[config.mk]
export PLATFORM = sky130hd
export DESIGN_NAME = umf_top
export DESIGN_NICKNAME = d
export VERILOG_FILES = /design/src/include/umf_pkg.sv /design/src/design/umf_vote.sv /design/src/design/umf_tick.sv /design/src/design/umf_top.sv
export SDC_FILE = /design/constraint.sdc
export NUM_CORES = 1
export LEC_CHECK = 0
export CORE_ASPECT_RATIO = 1.2
export CORE_MARGIN = 2
export CORE_UTILIZATION = 46
export CTS_BUF_LIST = sky130_fd_sc_hd__clkbuf_8
export CTS_CLUSTER_DIAMETER = 150
export DETAILED_ROUTE_END_ITERATION = 12
export DONT_BUFFER_PORTS = 1
export SYNTH_ARGS = -nofsm -noshare
export SYNTH_HDL_FRONTEND = slang
export SYNTH_HIERARCHICAL = 1
export SYNTH_SLANG_ARGS = --single-unit
[constraint.sdc]
create_clock -name CORE_CLK -period 10.8 [get_ports CORE_CLK]
set_clock_uncertainty 0.2 [all_clocks]
set_input_delay 0.54 -clock CORE_CLK [delete_from_list [all_inputs] [get_ports CORE_CLK]]
set_output_delay 0.54 -clock CORE_CLK [all_outputs]
set_load 0.01 [all_outputs]
[src/include/umf_pkg.sv]
// Package of constants for the multiprocessor address filter receiver
package umf_pkg;

  // ==========================================================
  // Register byte offsets
  localparam logic [11:0] OFS_CTRL_STATUS = 12'h000;
  localparam logic [11:0] OFS_CONFIG      = 12'h004;
  localparam logic [11:0] OFS_DATA        = 12'h008;
  localparam logic [11:0] OFS_BAUD        = 12'h00C;
  localparam logic [11:0] OFS_TX_DATA     = 12'h010;

  // ==========================================================
  // Control/status field positions
  localparam int BIT_FILTER_EN  = 0;
  localparam int BIT_DOUBLE     = 1;
  localparam int BIT_FRAME_ERR  = 4;
  localparam int BIT_TX_DONE    = 6;
  localparam int BIT_RX_DONE    = 7;
  localparam int BIT_RX_NINTH   = 8;
  localparam int BIT_TX_NINTH   = 9;

  // Config field positions
  localparam int CFG_SIZE_LSB   = 0;
  localparam int CFG_STOP_BIT   = 3;
  localparam int CFG_PARITY_EN  = 4;
  localparam int CFG_RX_EN      = 5;
  localparam int CFG_TX_EN      = 6;

  // ==========================================================
  // Reset values
  localparam logic [2:0]  RST_SIZE   = 3'h3;
  localparam logic [11:0] RST_BAUD   = 12'h000;

  // ==========================================================
  // Character size codes
  localparam logic [2:0] SIZE_NINE = 3'h7;

  // ==========================================================
  // Sampling constants
  localparam logic [3:0] SPB_NORMAL   = 4'hF;
  localparam logic [3:0] SPB_DOUBLE   = 4'h7;
  localparam logic [3:0] VOTE_NORMAL  = 4'h8;
  localparam logic [3:0] VOTE_DOUBLE  = 4'h4;
  localparam logic [3:0] MID_NORMAL   = 4'h9;
  localparam logic [3:0] MID_DOUBLE   = 4'h5;
  localparam int         MIN_DATA     = 5;
  localparam int         MAX_FRAME    = 10;

endpackage

[src/design/umf_vote.sv]
// Majority vote of three samples
`timescale 1ns/1ps
module umf_vote (
  // Samples
  input  wire logic [2:0] S,
  // Result
  output wire logic       V
);
  assign V = (S[0] & S[1]) | (S[0] & S[2]) | (S[1] & S[2]);
endmodule

[src/design/umf_tick.sv]
// Sample tick divider
`timescale 1ns/1ps
module umf_tick #(
  parameter int W = 12
) (
  // Clock and reset
  input  wire logic         CLK,
  input  wire logic         RST,
  // Divider value
  input  wire logic [W-1:0] DIV,
  // Sample tick
  output wire logic         TICK
);
  typedef struct packed {
    logic [W-1:0] cnt;
  } umf_tick_st_t;
  umf_tick_st_t s_q, s_d;

  if (W < 1 || W > 16) begin : g_bad_width
    $error("umf_tick: bad width");
  end

  always_comb begin
    s_d = s_q;
    if (s_q.cnt == '0) begin
      s_d.cnt = DIV;
    end else begin
      s_d.cnt = s_q.cnt - {{(W-1){1'b0}}, 1'b1};
    end
  end

  always_ff @(posedge CLK) begin
    if (RST) begin
      s_q <= '0;
    end else begin
      s_q <= s_d;
    end
  end

  assign TICK = (s_q.cnt == '0);
endmodule

[src/design/umf_top.sv]
// Serial receiver with multiprocessor address filtering and APB registers
`timescale 1ns/1ps
module umf_top #(
  parameter int BAUD_W = 12
) (
  // Clock and reset
  input  wire logic        CORE_CLK,
  input  wire logic        RESET,
  // APB slave
  input  wire logic        PSEL,
  input  wire logic        PENABLE,
  input  wire logic        PWRITE,
  input  wire logic [11:0] PADDR,
  input  wire logic [31:0] PWDATA,
  output wire logic [31:0] PRDATA,
  output wire logic        PREADY,
  output wire logic        PSLVERR,
  // Serial lines
  input  wire logic        SERIAL_RX_LINE,
  output wire logic        SERIAL_TX_LINE
);

  // ==========================================================
  // Types
  typedef enum logic [4:0] {
    RX_IDLE  = 5'b00001,
    RX_START = 5'b00010,
    RX_BITS  = 5'b00100,
    RX_STOP  = 5'b01000,
    RX_WAIT  = 5'b10000
  } umf_rx_st_t;

  typedef enum logic [2:0] {
    TX_IDLE = 3'b001,
    TX_SEND = 3'b010,
    TX_DONE = 3'b100
  } umf_tx_st_t;

  typedef struct packed {
    logic              filter_en;
    logic              dbl;
    logic [2:0]        size;
    logic              stop2;
    logic              par_en;
    logic              rx_en;
    logic              tx_en;
    logic [11:0]       baud;
    logic              rx_done;
    logic              frame_err;
    logic              tx_done;
    logic              tx_ninth;
    logic [8:0]        rx_buf;
    umf_rx_st_t        rx_st;
    logic [3:0]        rx_smp;
    logic [3:0]        rx_bit;
    logic [2:0]        votes;
    logic [9:0]        rx_shift;
    logic              rx_prev;
    umf_tx_st_t        tx_st;
    logic [3:0]        tx_smp;
    logic [3:0]        tx_bit;
    logic [11:0]       tx_shift;
    logic              tx_line;
    logic [31:0]       rdata;
  } umf_state_t;

  umf_state_t s_q, s_d;

  // ==========================================================
  // Helpers
  logic tick;
  logic voted;
  logic apb_setup;
  logic apb_wr;
  logic apb_rd_data;

  if (BAUD_W != 12) begin : g_bad_width
    $error("umf_top: baud width must be 12");
  end

  // Data bits per character for a size code
  function automatic logic [3:0] data_bits(input logic [2:0] code);
    if (code == umf_pkg::SIZE_NINE) begin
      data_bits = 4'h9;
    end else begin
      data_bits = 4'h5 + {2'b00, code[1:0]};
    end
  endfunction

  // Frame length of data plus parity
  function automatic logic [3:0] frame_bits(input logic [2:0] code, input logic par);
    frame_bits = data_bits(code) + {3'h0, par};
  endfunction

  // Known offset check
  function automatic logic mapped(input logic [11:0] a);
    mapped = (a == umf_pkg::OFS_CTRL_STATUS) || (a == umf_pkg::OFS_CONFIG) ||
             (a == umf_pkg::OFS_DATA) || (a == umf_pkg::OFS_BAUD) ||
             (a == umf_pkg::OFS_TX_DATA);
  endfunction

  // ==========================================================
  // Sample tick and vote
  umf_tick #(
    .W    (BAUD_W)
  ) u_tick (
    .CLK  (CORE_CLK),
    .RST  (RESET),
    .DIV  (s_q.baud),
    .TICK (tick)
  );

  umf_vote u_vote (
    .S ({s_q.votes[1:0], SERIAL_RX_LINE}),
    .V (voted)
  );

  assign apb_setup   = PSEL & PENABLE;
  assign apb_wr      = apb_setup & PWRITE;
  assign apb_rd_data = apb_setup & ~PWRITE & (PADDR == umf_pkg::OFS_DATA);

  // ==========================================================
  // Next state
  always_comb begin
    logic [3:0] last_smp;
    logic [3:0] vote_at;
    logic [3:0] nbits;
    logic       ftype;
    logic [8:0] word;
    logic       land;
    last_smp = s_q.dbl ? umf_pkg::SPB_DOUBLE : umf_pkg::SPB_NORMAL;
    vote_at  = s_q.dbl ? umf_pkg::VOTE_DOUBLE : umf_pkg::VOTE_NORMAL;
    nbits    = frame_bits(s_q.size, s_q.par_en);
    ftype    = 1'b0;
    word     = '0;
    land     = 1'b0;
    s_d      = s_q;

    // Receiver
    if (!s_q.rx_en) begin
      s_d.rx_st = RX_IDLE;
    end else if (tick) begin
      s_d.rx_prev = SERIAL_RX_LINE;
      s_d.rx_smp  = s_q.rx_smp + 4'h1;
      if ((s_q.rx_smp >= vote_at) && (s_q.rx_smp <= vote_at + 4'h2)) begin
        s_d.votes = {s_q.votes[1:0], SERIAL_RX_LINE};
      end
      case (s_q.rx_st)
        RX_IDLE: begin
          if (s_q.rx_prev && !SERIAL_RX_LINE) begin
            s_d.rx_st  = RX_START;
            s_d.rx_smp = 4'h2;
          end
        end
        RX_START: begin
          if (s_q.rx_smp == vote_at + 4'h2) begin
            if (voted) begin
              s_d.rx_st = RX_IDLE;
            end else begin
              s_d.rx_bit = 4'h0;
              s_d.rx_st  = RX_BITS;
            end
          end
          if (s_q.rx_smp == last_smp) begin
            s_d.rx_smp = 4'h0;
          end
        end
        RX_BITS: begin
          if (s_q.rx_smp == vote_at + 4'h2) begin
            s_d.rx_shift = {voted, s_q.rx_shift[9:1]};
            s_d.rx_bit   = s_q.rx_bit + 4'h1;
          end
          if (s_q.rx_smp == last_smp) begin
            s_d.rx_smp = 4'h0;
            if (s_q.rx_bit == nbits) begin
              s_d.rx_st = RX_STOP;
            end
          end
        end
        RX_STOP: begin
          if (s_q.rx_smp == vote_at + 4'h2) begin
            s_d.rx_st = RX_WAIT;
            word = 9'(s_q.rx_shift >> (4'hA - nbits));
            if (s_q.size == umf_pkg::SIZE_NINE) begin
              ftype = word[8];
            end else begin
              ftype = voted;
            end
            // Data frames dropped under filtering, no flags touched
            if (!(s_q.filter_en && !ftype)) begin
              s_d.rx_buf    = word;
              land          = 1'b1;
              s_d.rx_done   = 1'b1;
              s_d.frame_err = ~voted;
            end
          end
        end
        RX_WAIT: begin
          s_d.rx_st = RX_IDLE;
        end
        default: begin
          s_d.rx_st = RX_IDLE;
        end
      endcase
    end

    // Transmitter, independent of filter setting
    if (tick && s_q.tx_st != TX_IDLE) begin
      s_d.tx_smp = s_q.tx_smp + 4'h1;
    end
    case (s_q.tx_st)
      TX_IDLE: begin
        s_d.tx_line = 1'b1;
      end
      TX_SEND: begin
        if (tick && s_q.tx_smp == last_smp) begin
          s_d.tx_smp = 4'h0;
          if (s_q.tx_bit == 4'h0) begin
            s_d.tx_st = TX_DONE;
          end else begin
            s_d.tx_line  = s_q.tx_shift[0];
            s_d.tx_shift = {1'b1, s_q.tx_shift[11:1]};
            s_d.tx_bit   = s_q.tx_bit - 4'h1;
          end
        end
      end
      TX_DONE: begin
        s_d.tx_done = 1'b1;
        s_d.tx_st   = TX_IDLE;
      end
      default: begin
        s_d.tx_st = TX_IDLE;
      end
    endcase

    // Register writes
    if (apb_wr) begin
      case (PADDR)
        umf_pkg::OFS_CTRL_STATUS: begin
          s_d.filter_en = PWDATA[umf_pkg::BIT_FILTER_EN];
          s_d.dbl       = PWDATA[umf_pkg::BIT_DOUBLE];
          s_d.tx_ninth  = PWDATA[umf_pkg::BIT_TX_NINTH];
          // Write one clears transmit done, unless set this cycle
          if (PWDATA[umf_pkg::BIT_TX_DONE] && s_q.tx_st != TX_DONE) begin
            s_d.tx_done = 1'b0;
          end
        end
        umf_pkg::OFS_CONFIG: begin
          s_d.size   = PWDATA[umf_pkg::CFG_SIZE_LSB +: 3];
          s_d.stop2  = PWDATA[umf_pkg::CFG_STOP_BIT];
          s_d.par_en = PWDATA[umf_pkg::CFG_PARITY_EN];
          s_d.rx_en  = PWDATA[umf_pkg::CFG_RX_EN];
          s_d.tx_en  = PWDATA[umf_pkg::CFG_TX_EN];
        end
        umf_pkg::OFS_BAUD: begin
          s_d.baud = PWDATA[11:0];
        end
        umf_pkg::OFS_TX_DATA: begin
          if (s_q.tx_en && s_q.tx_st == TX_IDLE) begin
            s_d.tx_st  = TX_SEND;
            s_d.tx_smp = 4'h0;
            s_d.tx_bit = data_bits(s_q.size) + 4'h2 + {3'h0, s_q.stop2};
            s_d.tx_shift = 12'hFFF;
            s_d.tx_shift[0] = 1'b0;
            for (int i = 0; i < 9; i++) begin
              if (i < 8 || s_q.size == umf_pkg::SIZE_NINE) begin
                if (i < int'(data_bits(s_q.size))) begin
                  s_d.tx_shift[i+1] = (i == 8) ? s_q.tx_ninth : PWDATA[i];
                end
              end
            end
          end
        end
        default: begin
        end
      endcase
    end

    // Reading data clears receive done, unless a frame lands now
    if (apb_rd_data && !land) begin
      s_d.rx_done = 1'b0;
    end

    // Read data
    s_d.rdata = '0;
    if (PSEL && !PENABLE && !PWRITE) begin
      case (PADDR)
        umf_pkg::OFS_CTRL_STATUS: begin
          s_d.rdata[umf_pkg::BIT_FILTER_EN] = s_q.filter_en;
          s_d.rdata[umf_pkg::BIT_DOUBLE]    = s_q.dbl;
          s_d.rdata[umf_pkg::BIT_FRAME_ERR] = s_q.frame_err;
          s_d.rdata[umf_pkg::BIT_TX_DONE]   = s_q.tx_done;
          s_d.rdata[umf_pkg::BIT_RX_DONE]   = s_q.rx_done;
          s_d.rdata[umf_pkg::BIT_RX_NINTH]  = s_q.rx_buf[8];
          s_d.rdata[umf_pkg::BIT_TX_NINTH]  = s_q.tx_ninth;
        end
        umf_pkg::OFS_CONFIG: begin
          s_d.rdata[6:0] = {s_q.tx_en, s_q.rx_en, s_q.par_en, s_q.stop2, s_q.size};
        end
        umf_pkg::OFS_DATA: begin
          s_d.rdata[7:0] = s_q.rx_buf[7:0];
        end
        umf_pkg::OFS_BAUD: begin
          s_d.rdata[11:0] = s_q.baud;
        end
        default: begin
        end
      endcase
    end else if (apb_setup) begin
      s_d.rdata = s_q.rdata;
    end
  end

  always_ff @(posedge CORE_CLK) begin
    if (RESET) begin
      s_q          <= '0;
      s_q.size     <= umf_pkg::RST_SIZE;
      s_q.baud     <= umf_pkg::RST_BAUD;
      s_q.rx_st    <= RX_IDLE;
      s_q.tx_st    <= TX_IDLE;
      s_q.rx_prev  <= 1'b1;
      s_q.tx_line  <= 1'b1;
      s_q.tx_shift <= 12'hFFF;
    end else begin
      s_q <= s_d;
    end
  end

  // ==========================================================
  // Outputs
  assign PRDATA         = s_q.rdata;
  assign PREADY         = 1'b1;
  assign PSLVERR        = apb_setup & ~mapped(PADDR);
  assign SERIAL_TX_LINE = s_q.tx_line;

endmodule

### Word level (Yosys, flattened, before mapping)

Cells that the tools add are included.

* register bits after elaboration: 108
* bits of input ports: 50
* output and inout port bits: 35
* logic and storage cells: 196

* add/sub/neg operators: 11
* $lt $le $gt $ge: 11
* eq/ne operators: 28
* shifts and indexed selects: 1
* multiplexer cells: 68
* bitwise gates (word level): 15
* reduce and logical (&&, ||, !) cells: 36

Operators by type and width (count)
* $mux 23: 3
* $mux 4: 15
* $mux 12: 3
* $eq 12x4->1 const B: 2
* $logic_not 12->1: 2
* $mux 24: 1
* $mux 1: 22
* $mux 20: 1
* $pmux 5 s4: 1
* $mux 9: 2
* $ne 2x2->1 const B: 9
* $mux 17: 1
* $eq 4x4->1: 4
* $lt 3x4->1 const A: 4
* $mux 5: 3
* $add 4x1->4 const B: 3
* $eq 12x3->1 const B: 1
* $eq 12x5->1 const B: 1
* $pmux 4 s3: 1
* $reduce_and 6->1: 2
* $sub 12x1->12 const B: 1
* $logic_and 1x1->1: 10
* $shr 10x4->9: 1
* $add 4x1->4: 2
* 41 further kinds: 75

### Logic depth before layout (Yosys ltp)

Gate-level depths: netlist of the first run.

* depth after elaboration: 20
* depth in mapped cells: 13

### Hierarchy

Netlist of the first run, hierarchy kept.

By module, submodules not included
* umf_top: times used 1, cells an instance 601, area each 5451.5 um^2
* umf_tick: times used 1, cells an instance 77, area each 708.2 um^2
* umf_vote: times used 1, cells an instance 1, area each 11.3 um^2

### Least setup slack after synthesis of the first run

Ideal clock, no wire load.

* path kind: reg2reg
* start point: reg s_q[112] (netlist name)
* end point: reg s_q[90] (netlist name)
* arrival: 3151 ps
* data required time: 10530 ps
* setup slack: 7378 ps
* cell stages (with the launch flop): 13
* buffers on the path: 1
* clock period less this slack: 3422 ps
* cells stage by stage: dfxtp_1 -> ha_1 -> buf_6 -> nand2_1 -> nand2_1 -> ha_1 -> fa_1 -> ha_1 -> nand2b_2 -> a21boi_1 -> o2111a_1 -> or4_1 -> a21oi_1

* word-level cells in the longest chain between the ends: 14
* elaborated cells on any way between the ends: 15

Ends and longest elaborated chain
* start, declared: RTL line umf_top.sv:67 `umf_state_t s_q, s_d;`
* $add 3x2->4 or $eq 3x3->1 (tied branches): RTL line umf_top.sv:86, umf_top.sv:83, umf_top.sv:184
* $mux 4: RTL line umf_top.sv:83 `if (code == umf_pkg::SIZE_NINE) begin`
* $add 4x1->4: RTL line umf_top.sv:92 `frame_bits = data_bits(code) + {3'h0, par};`
* $sub 4x4->4: RTL line umf_top.sv:183 `word = 9'(s_q.rx_shift >> (4'hA - nbits));`
* $shr 10x4->9: RTL line umf_top.sv:183
* $mux 1: RTL line umf_top.sv:184 `if (s_q.size == umf_pkg::SIZE_NINE) begin`
* $mux 1: RTL line umf_top.sv:181 `if (s_q.rx_smp == vote_at + 4'h2) begin`
* $mux 1: RTL line umf_top.sv:148 `case (s_q.rx_st)`
* $mux 1: RTL line umf_top.sv:142 `end else if (tick) begin`
* $mux 1: RTL line umf_top.sv:140 `if (!s_q.rx_en) begin`
* $logic_not 1->1: RTL line umf_top.sv:190 `if (!(s_q.filter_en && !ftype)) begin`
* $logic_and 1x1->1: RTL line umf_top.sv:190
* $not 1->1 (no source line)
* $reduce_and 5->1 (no source line)

Parallel ways exist; a longest one is shown, timed or not. The select of a mux whose other input is x is not followed.
A chain may end at the register's enable or synchronous reset.

### Final worst setup path of the first run

Same ends and word-level chain as after synthesis.

==> results.sh, run 1 <==
export IMPL_synth_top_area_share=0.350
export IMPL_grt_max_degree=88
export IMPL_drv_slew=0
export IMPL_gp_congestion=0.863
export IMPL_r2r_cells=10
export IMPL_path_max_fanout=14
export IMPL_period_minus_slack_ns=4.30
export IMPL_antenna_left=0
export IMPL_swShare=0.311
export IMPL_pwr_share_seq=0.520
export IMPL_hpwl_mm=9.92
export IMPL_p_sw_w=0.000259
export IMPL_yosysTopAreaCell="dfxtp_1"
export IMPL_holdCritStartpoint="RESET"
export IMPL_ir_worst_vdd_v=0.0000920
export IMPL_p_int_w=0.000574
export IMPL_status="complete, no violations"
export IMPL_drc=0
export IMPL_synth_common_cells="dfxtp_1, nor2_1, mux2i_1"
export IMPL_worstSetupStartpointType="register"
export IMPL_cts_tree="done"
export IMPL_viasPerCell=5.73
export IMPL_numPortBuffers=0
export IMPL_grt_usage=0.197
export IMPL_r2r_setup_slack_ns=6.50
export IMPL_cts_sinks=108
export IMPL_grt_pass1_vias=4508
export IMPL_finalWirelength_mm=13.7
export IMPL_cts_setup_buffers=0
export IMPL_design_area_um2=6230
export IMPL_ctsLongestPathBuffers=2
export IMPL_crit_type="reg2reg"
export IMPL_fin_tns_setup_ns=0
export IMPL_worst_slack_ns=6.50
export IMPL_ys_warn_count=6
export IMPL_ys_seq_area_frac=0.350
export IMPL_relSlewSlack=0.213
export IMPL_ys_types=84
export IMPL_wl_per_cell_um=16.7
export IMPL_place_ws_ns=6.57
export IMPL_diodes=0
export IMPL_drv_cap=0
export IMPL_hp_class="in2reg"
export IMPL_grt_ovfl_total=0
export IMPL_die_w_um=110
export IMPL_postSynth_asyncResetShare=0
export IMPL_rows=46
export IMPL_worstMarginPinSlew_ns=1.17
export IMPL_grt_setup_unrepaired="no"
export IMPL_worstSetupEndpoint="s_q[90]"
export IMPL_power_frac_clock=0.286
export IMPL_syn_inst=679
export IMPL_dp_cells=799
export IMPL_antenna_found_initial=0
export IMPL_synth_edf_count=0
export IMPL_clk_latency_ns=0.38
export IMPL_pin_count=85
export IMPL_vias=4692
export IMPL_cp_arrival_ns=4.41
export IMPL_final_net_count=714
export IMPL_grt_pass1_wl_mm=22.3
export IMPL_ys_ff_latch=108
export IMPL_power_frac_comb=0.194
export IMPL_fp_coreArea_um2=13200
export IMPL_synth_area_leaders="dfxtp_1, mux2i_1, nor2_1, buf_4, ha_1"
export IMPL_initial_core_util=0.468
export IMPL_synthToLayoutAreaGrowth_pct=0.912
export IMPL_max_freq_mhz=233
export IMPL_r2r_start="s_q[112]"
export IMPL_instances_no_fill=819
export IMPL_fp_dieArea_um2=14400
export IMPL_p_per_area_nw_per_um2=134
export IMPL_cp_end_kind="register"
export IMPL_dr_pass1_iters=4
export IMPL_fill_cells=1265
export IMPL_timing_hold_violations_final=0
export IMPL_hold_ws_ns=0.0304
export IMPL_drt_iter0_drc=355
export IMPL_drive_gt1_frac=0.115
export IMPL_cts_clk_slew_worst_paths_ns=0.11
export IMPL_synth_most_common_cell="dfxtp_1"
export IMPL_setup_viol=0
export IMPL_crit_required_ns=10.91
export IMPL_period_share=0.398
export IMPL_htree_levels=3
export IMPL_cts_root_buf="clkbuf_8"
export IMPL_cts_buffers=9
export IMPL_syn_area_um2=6170
export IMPL_place_area_um2=6010
export IMPL_p_leak_nw=2.24
export IMPL_avgSynthCellArea_um2=9.09
export IMPL_startpoint="s_q[112]"
export IMPL_ys_flop_type="dfxtp_1"
export IMPL_cts_resized=0
export IMPL_r2r_end="s_q[90]"
export IMPL_die_h_um=131
cells in the final DEF (no fill, tap or decap), types with 8 or more instances in the layout:
cell / Yosys / final
o21ai_0: 23 / 23
xnor2_1: 14 / 14
nor4_1: 8 / 8
nand3_1: 15 / 15
mux2i_1: 49 / 49
inv_1: 21 / 21
nor3_1: 14 / 14
nor2b_1: 11 / 11
nor2_1: 79 / 79
a211oi_2: 10 / 10
dfxtp_1: 108 / 108
ha_1: 17 / 17
nand2_1: 47 / 47
mux2_2: 12 / 12
a21oi_1: 41 / 41
conb_1: 2 / 21
clkbuf_8: 0 / 9
timing repair:
action | 4_1_cts | 5_1_grt
endpoints found under the hold margin | 1 | 1
setup endpoints to repair | 0 | 0
hold buffers | 2 | 2
final cells by class:
class,count,area [µm²],area share
multi-input cells,502,3550,0.571
flip-flops and latches,108,2160,0.347
well taps,168,210,0.0338
clock buffers,9,124,0.0199
inverters,21,78.8,0.0127
clock inverters,7,57.6,0.00924
repair buffers,4,40.0,0.00643
flip-flops by register name, indices dropped and copies added, names as in the netlist:
name	flops
SERIAL_TX_LINE	1
u_tick/s_q	12
PRDATA	12
s_q	83
routing by layer:
metal | vias up | part of all wire | global-route usage
li1 | 2329 | - | -
met1 | 2257 | 0.44 | 0.244
met2 | 90 | 0.50 | 0.339
met3 | 16 | 0.037 | 0.0332
met4 | 0 | 0.019 | 0.0797
met5 | - | 0 | 0
stage by stage:
stage	power [W]	utilization
after global placement	0.000597	0.456
after floorplan	0.000600	-
after CTS	0.000839	0.471
after detailed placement	0.000602	0.456
final	0.000833	0.472
after global routing	0.000874	0.472
cells by family after synthesis:
family	count (synthesis)	synth area share
simple gates	248	0.224
compound gates	127	0.144
flops	108	0.350
buf+inv	88	0.0876
mux	68	0.127
fa+ha+maj	19	0.0395
xor+xnor	19	0.0270
other cells	2	0.00122
critical path, cell delays in order (launching register included):
cell and delay (ns):
dfxtp_1 0.52, ha_1 0.48, nand2_1 0.25, nand2_1 0.15
ha_1 0.16, fa_1 0.55, ha_1 0.66, nand2_1 0.21
o2111a_1 0.36, or4_1 0.53, a21oi_1 0.16
power groups by stage:
| stage | Sequential, W | Combinational, W | Clock (W) |
|---|---|---|---|
| detailed placement | 0.000442 | 0.000160 | 0 |
| floorplan | 0.000438 | 0.000162 | 0 |
| global route | 0.000437 | 0.000180 | 0.000258 |
| CTS | 0.000433 | 0.000162 | 0.000245 |
| global placement | 0.000441 | 0.000156 | 0 |
| finish | 0.000433 | 0.000161 | 0.000238 |
worst min-delay path by stage:
stage	to	slack [ns]	cells after the start
finish	s_q[67]	0.03	1
global route	s_q[77]	0.003	1
CTS	s_q[74]	0.002	1
detailed placement	s_q[95]	0.26	2
global placement	s_q[44]	0.23	2
floorplan	s_q[44]	0.22	2
Power figures use the tool's default switching activity.
==> run 2, diff against run 1 <==
Settings changed: ABC_AREA from default to 1.
Clock period 10.8 ns to 3.6 ns, I/O delays scaled along.
==> results.sh, run 2 <==
export IMPL_largest_register="s_q"
export IMPL_final_cell_mix="nand2_1, nor2_1, dfxtp_1"
export IMPL_drv_cap=0
export IMPL_setup_viol=0
export IMPL_ys_types=43
export IMPL_timing_hold_violations_final=0
export IMPL_fill_cells=1439
export IMPL_fp_coreArea_um2=13600
export IMPL_r2r_end="s_q[89]"
export IMPL_wl_per_cell_um=13.5
export IMPL_fp_dieArea_um2=14800
export IMPL_die_w_um=111
export IMPL_syn_area_um2=6360
export IMPL_drc=0
export IMPL_cts_clk_slew_worst_paths_ns=0.10
export IMPL_htree_levels=3
export IMPL_status="complete, no violations"
export IMPL_cts_sinks=108
export IMPL_synth_common_cells="nand2_1, nor2_1, dfxtp_1"
export IMPL_p_leak_nw=2.98
export IMPL_grt_pass1_wl_mm=25.9
export IMPL_largest_register_ffs=83
export IMPL_p_int_w=0.00186
export IMPL_antenna_left=0
export IMPL_final_common_cell="nand2_1"
export IMPL_ys_flop_type="dfxtp_1"
export IMPL_avgSynthCellArea_um2=6.76
export IMPL_period_minus_slack_ns=3.16
export IMPL_synth_top_family_by_area="simple AND/OR/NAND/NOR gates"
export IMPL_postSynth_asyncResetShare=0
export IMPL_drive_gt1_frac=0.0862
export IMPL_pin_count=85
export IMPL_holdCritStartpoint="SERIAL_RX_LINE"
export IMPL_r2r_setup_slack_ns=0.44
export IMPL_crit_type="reg2reg"
export IMPL_synth_xor_area_frac=0.0193
export IMPL_pwr_share_seq=0.476
export IMPL_r2r_start="s_q[112]"
export IMPL_cp_arrival_ns=3.25
export IMPL_drt_iter0_drc=298
export IMPL_grt_ovfl_total=0
export IMPL_numPortBuffers=0
export IMPL_cts_tree="done"
export IMPL_ys_ff_latch=108
export IMPL_dr_pass1_iters=5
export IMPL_synthToLayoutAreaGrowth_pct=5.45
export IMPL_path_max_fanout=15
export IMPL_power_frac_comb=0.213
export IMPL_grt_usage=0.212
export IMPL_ir_worst_vdd_v=0.000326
export IMPL_power_frac_clock=0.311
export IMPL_synth_fa_ha_area_frac=0.0366
export IMPL_relSlewSlack=0.238
export IMPL_syn_inst=941
export IMPL_die_h_um=133
export IMPL_max_freq_mhz=316
export IMPL_hp_class="in2reg"
export IMPL_synth_most_common_cell="nand2_1"
export IMPL_final_net_count=1003
export IMPL_yosysTopAreaCell="dfxtp_1"
export IMPL_synth_area_leaders="dfxtp_1, nand2_1, nand3_1, nor2_1, o21ai_0"
export IMPL_rows=47
export IMPL_crit_required_ns=3.69
export IMPL_cts_root_buf="clkbuf_8"
export IMPL_swShare=0.308
export IMPL_gp_congestion=0.836
export IMPL_synth_simple_gate_area_frac=0.359
export IMPL_hpwl_mm=11.2
export IMPL_viasPerCell=5.09
export IMPL_ys_warn_count=6
export IMPL_utilization=0.492
export IMPL_drv_slew=0
export IMPL_synth_edf_count=0
export IMPL_initial_core_util=0.466
export IMPL_p_per_area_nw_per_um2=401
export IMPL_clk_latency_ns=0.38
export IMPL_grt_pass1_vias=5328
export IMPL_whs_path_depth=4
export IMPL_cp_end_kind="register"
export IMPL_synth_top_area_share=0.340
export IMPL_ys_seq_area_frac=0.340
export IMPL_cts_buffers=9
export IMPL_grt_setup_unrepaired="no"
export IMPL_fin_tns_setup_ns=0
export IMPL_ctsLongestPathBuffers=2
export IMPL_r2r_cells=13
export IMPL_period_share=0.878
export IMPL_worstSetupStartpointType="register"
export IMPL_worstMarginPinSlew_ns=1.14
export IMPL_cts_resized=0
export IMPL_synth_mux_area_frac=0.00157
export IMPL_vias=5664
export IMPL_p_sw_w=0.000829
export IMPL_finalWirelength_mm=15.1
export IMPL_min_to="s_q[66]"
export IMPL_synth_compound_area_frac=0.119
export IMPL_grt_max_degree=52
export IMPL_antenna_found_initial=3
run 2: kinds of logic (layout without fill, tap and decap cells):
kind of cell / count (synthesis) / count (layout)
AOI/OAI and AO/OA: 146 / 146
xor gates and xnor gates: 14 / 14
adders and majority gates: 18 / 18
buffers and inverters: 160 / 140
DFF: 108 / 108
muxes: 1 / 1
other: 2 / 23
and+or+nand+nor: 492 / 492
run 2: per-layer routing:
layer / part of all wire / wire length (µm) / track usage
met2: 0.49 / 7410 / 0.358
met5: 0.00073 / 11 / 0
met4: 0.025 / 378 / 0.0775
met3: 0.024 / 357 / 0.0376
met1: 0.46 / 6900 / 0.272
run 2: worst max path at each step:
stage	start	endpoint	slack (ns)	cells past startpoint
2_1_floorplan	s_q[112]	s_q[86]	0.76	13
3_3_place_gp	s_q[112]	s_q[87]	0.46	14
3_5_place_dp	s_q[112]	s_q[89]	0.43	13
4_1_cts	s_q[112]	s_q[89]	0.41	13
5_1_grt	s_q[112]	s_q[89]	0.13	13
6_report	s_q[112]	s_q[89]	0.44	13
run 2: power by group through the flow:
| stage | sequential [W] | clock, W | combinational (W) |
|---|---|---|---|
| 2_1_floorplan | 0.00130 | 0 | 0.000480 |
| 3_3_place_gp | 0.00131 | 0 | 0.000549 |
| 3_5_place_dp | 0.00131 | 0 | 0.000548 |
| 4_1_cts | 0.00128 | 0.000865 | 0.000580 |
| 5_1_grt | 0.00129 | 0.000919 | 0.000666 |
| 6_report | 0.00128 | 0.000836 | 0.000574 |
run 2: cell type report:
type,instances,area [µm²],area share
antenna,2,5.00,0.000746
clock buffer,10,138,0.0205
clock inverter,6,87.6,0.0131
inverter,97,368,0.0548
multi-input combinational,692,3480,0.519
sequential,108,2160,0.322
tap,171,214,0.0319
timing repair buffer,27,250,0.0373
run 2: per-stage QoR:
stage | hold slack, ns | setup WS, ns | power, W | instances | cell area, µm²
after floorplan | 0.115 | 0.764 | 0.00178 | 960 | 6430
after global placement | 0.0549 | 0.458 | 0.00186 | 1076 | 6290
after detailed placement | 0.0561 | 0.433 | 0.00186 | 1076 | 6290
after CTS | 0.00206 | 0.412 | 0.00273 | 1111 | 6700
after global routing | 0.0222 | 0.132 | 0.00288 | 1113 | 6710
final | 0.000945 | 0.437 | 0.00269 | 1113 | 6710
run 2: critical path: stages (launching register included):
cell and delay, ns:
dfxtp_1 0.33, ha_1 0.25, nand2_1 0.12, nand2_1 0.10
ha_1 0.20, fa_1 0.51, ha_1 0.55, nand2_1 0.14
inv_1 0.12, nand3_1 0.08, nand2_1 0.09, nand2_2 0.12
o21ai_0 0.20, nor2_1 0.05
run 2: repair_timing:
| item | CTS | global route |
|---|---|---|
| hold buffers | 19 | 0 |
| endpoints found under the hold margin | 77 | 0 |
| setup buffers | 0 | 0 |
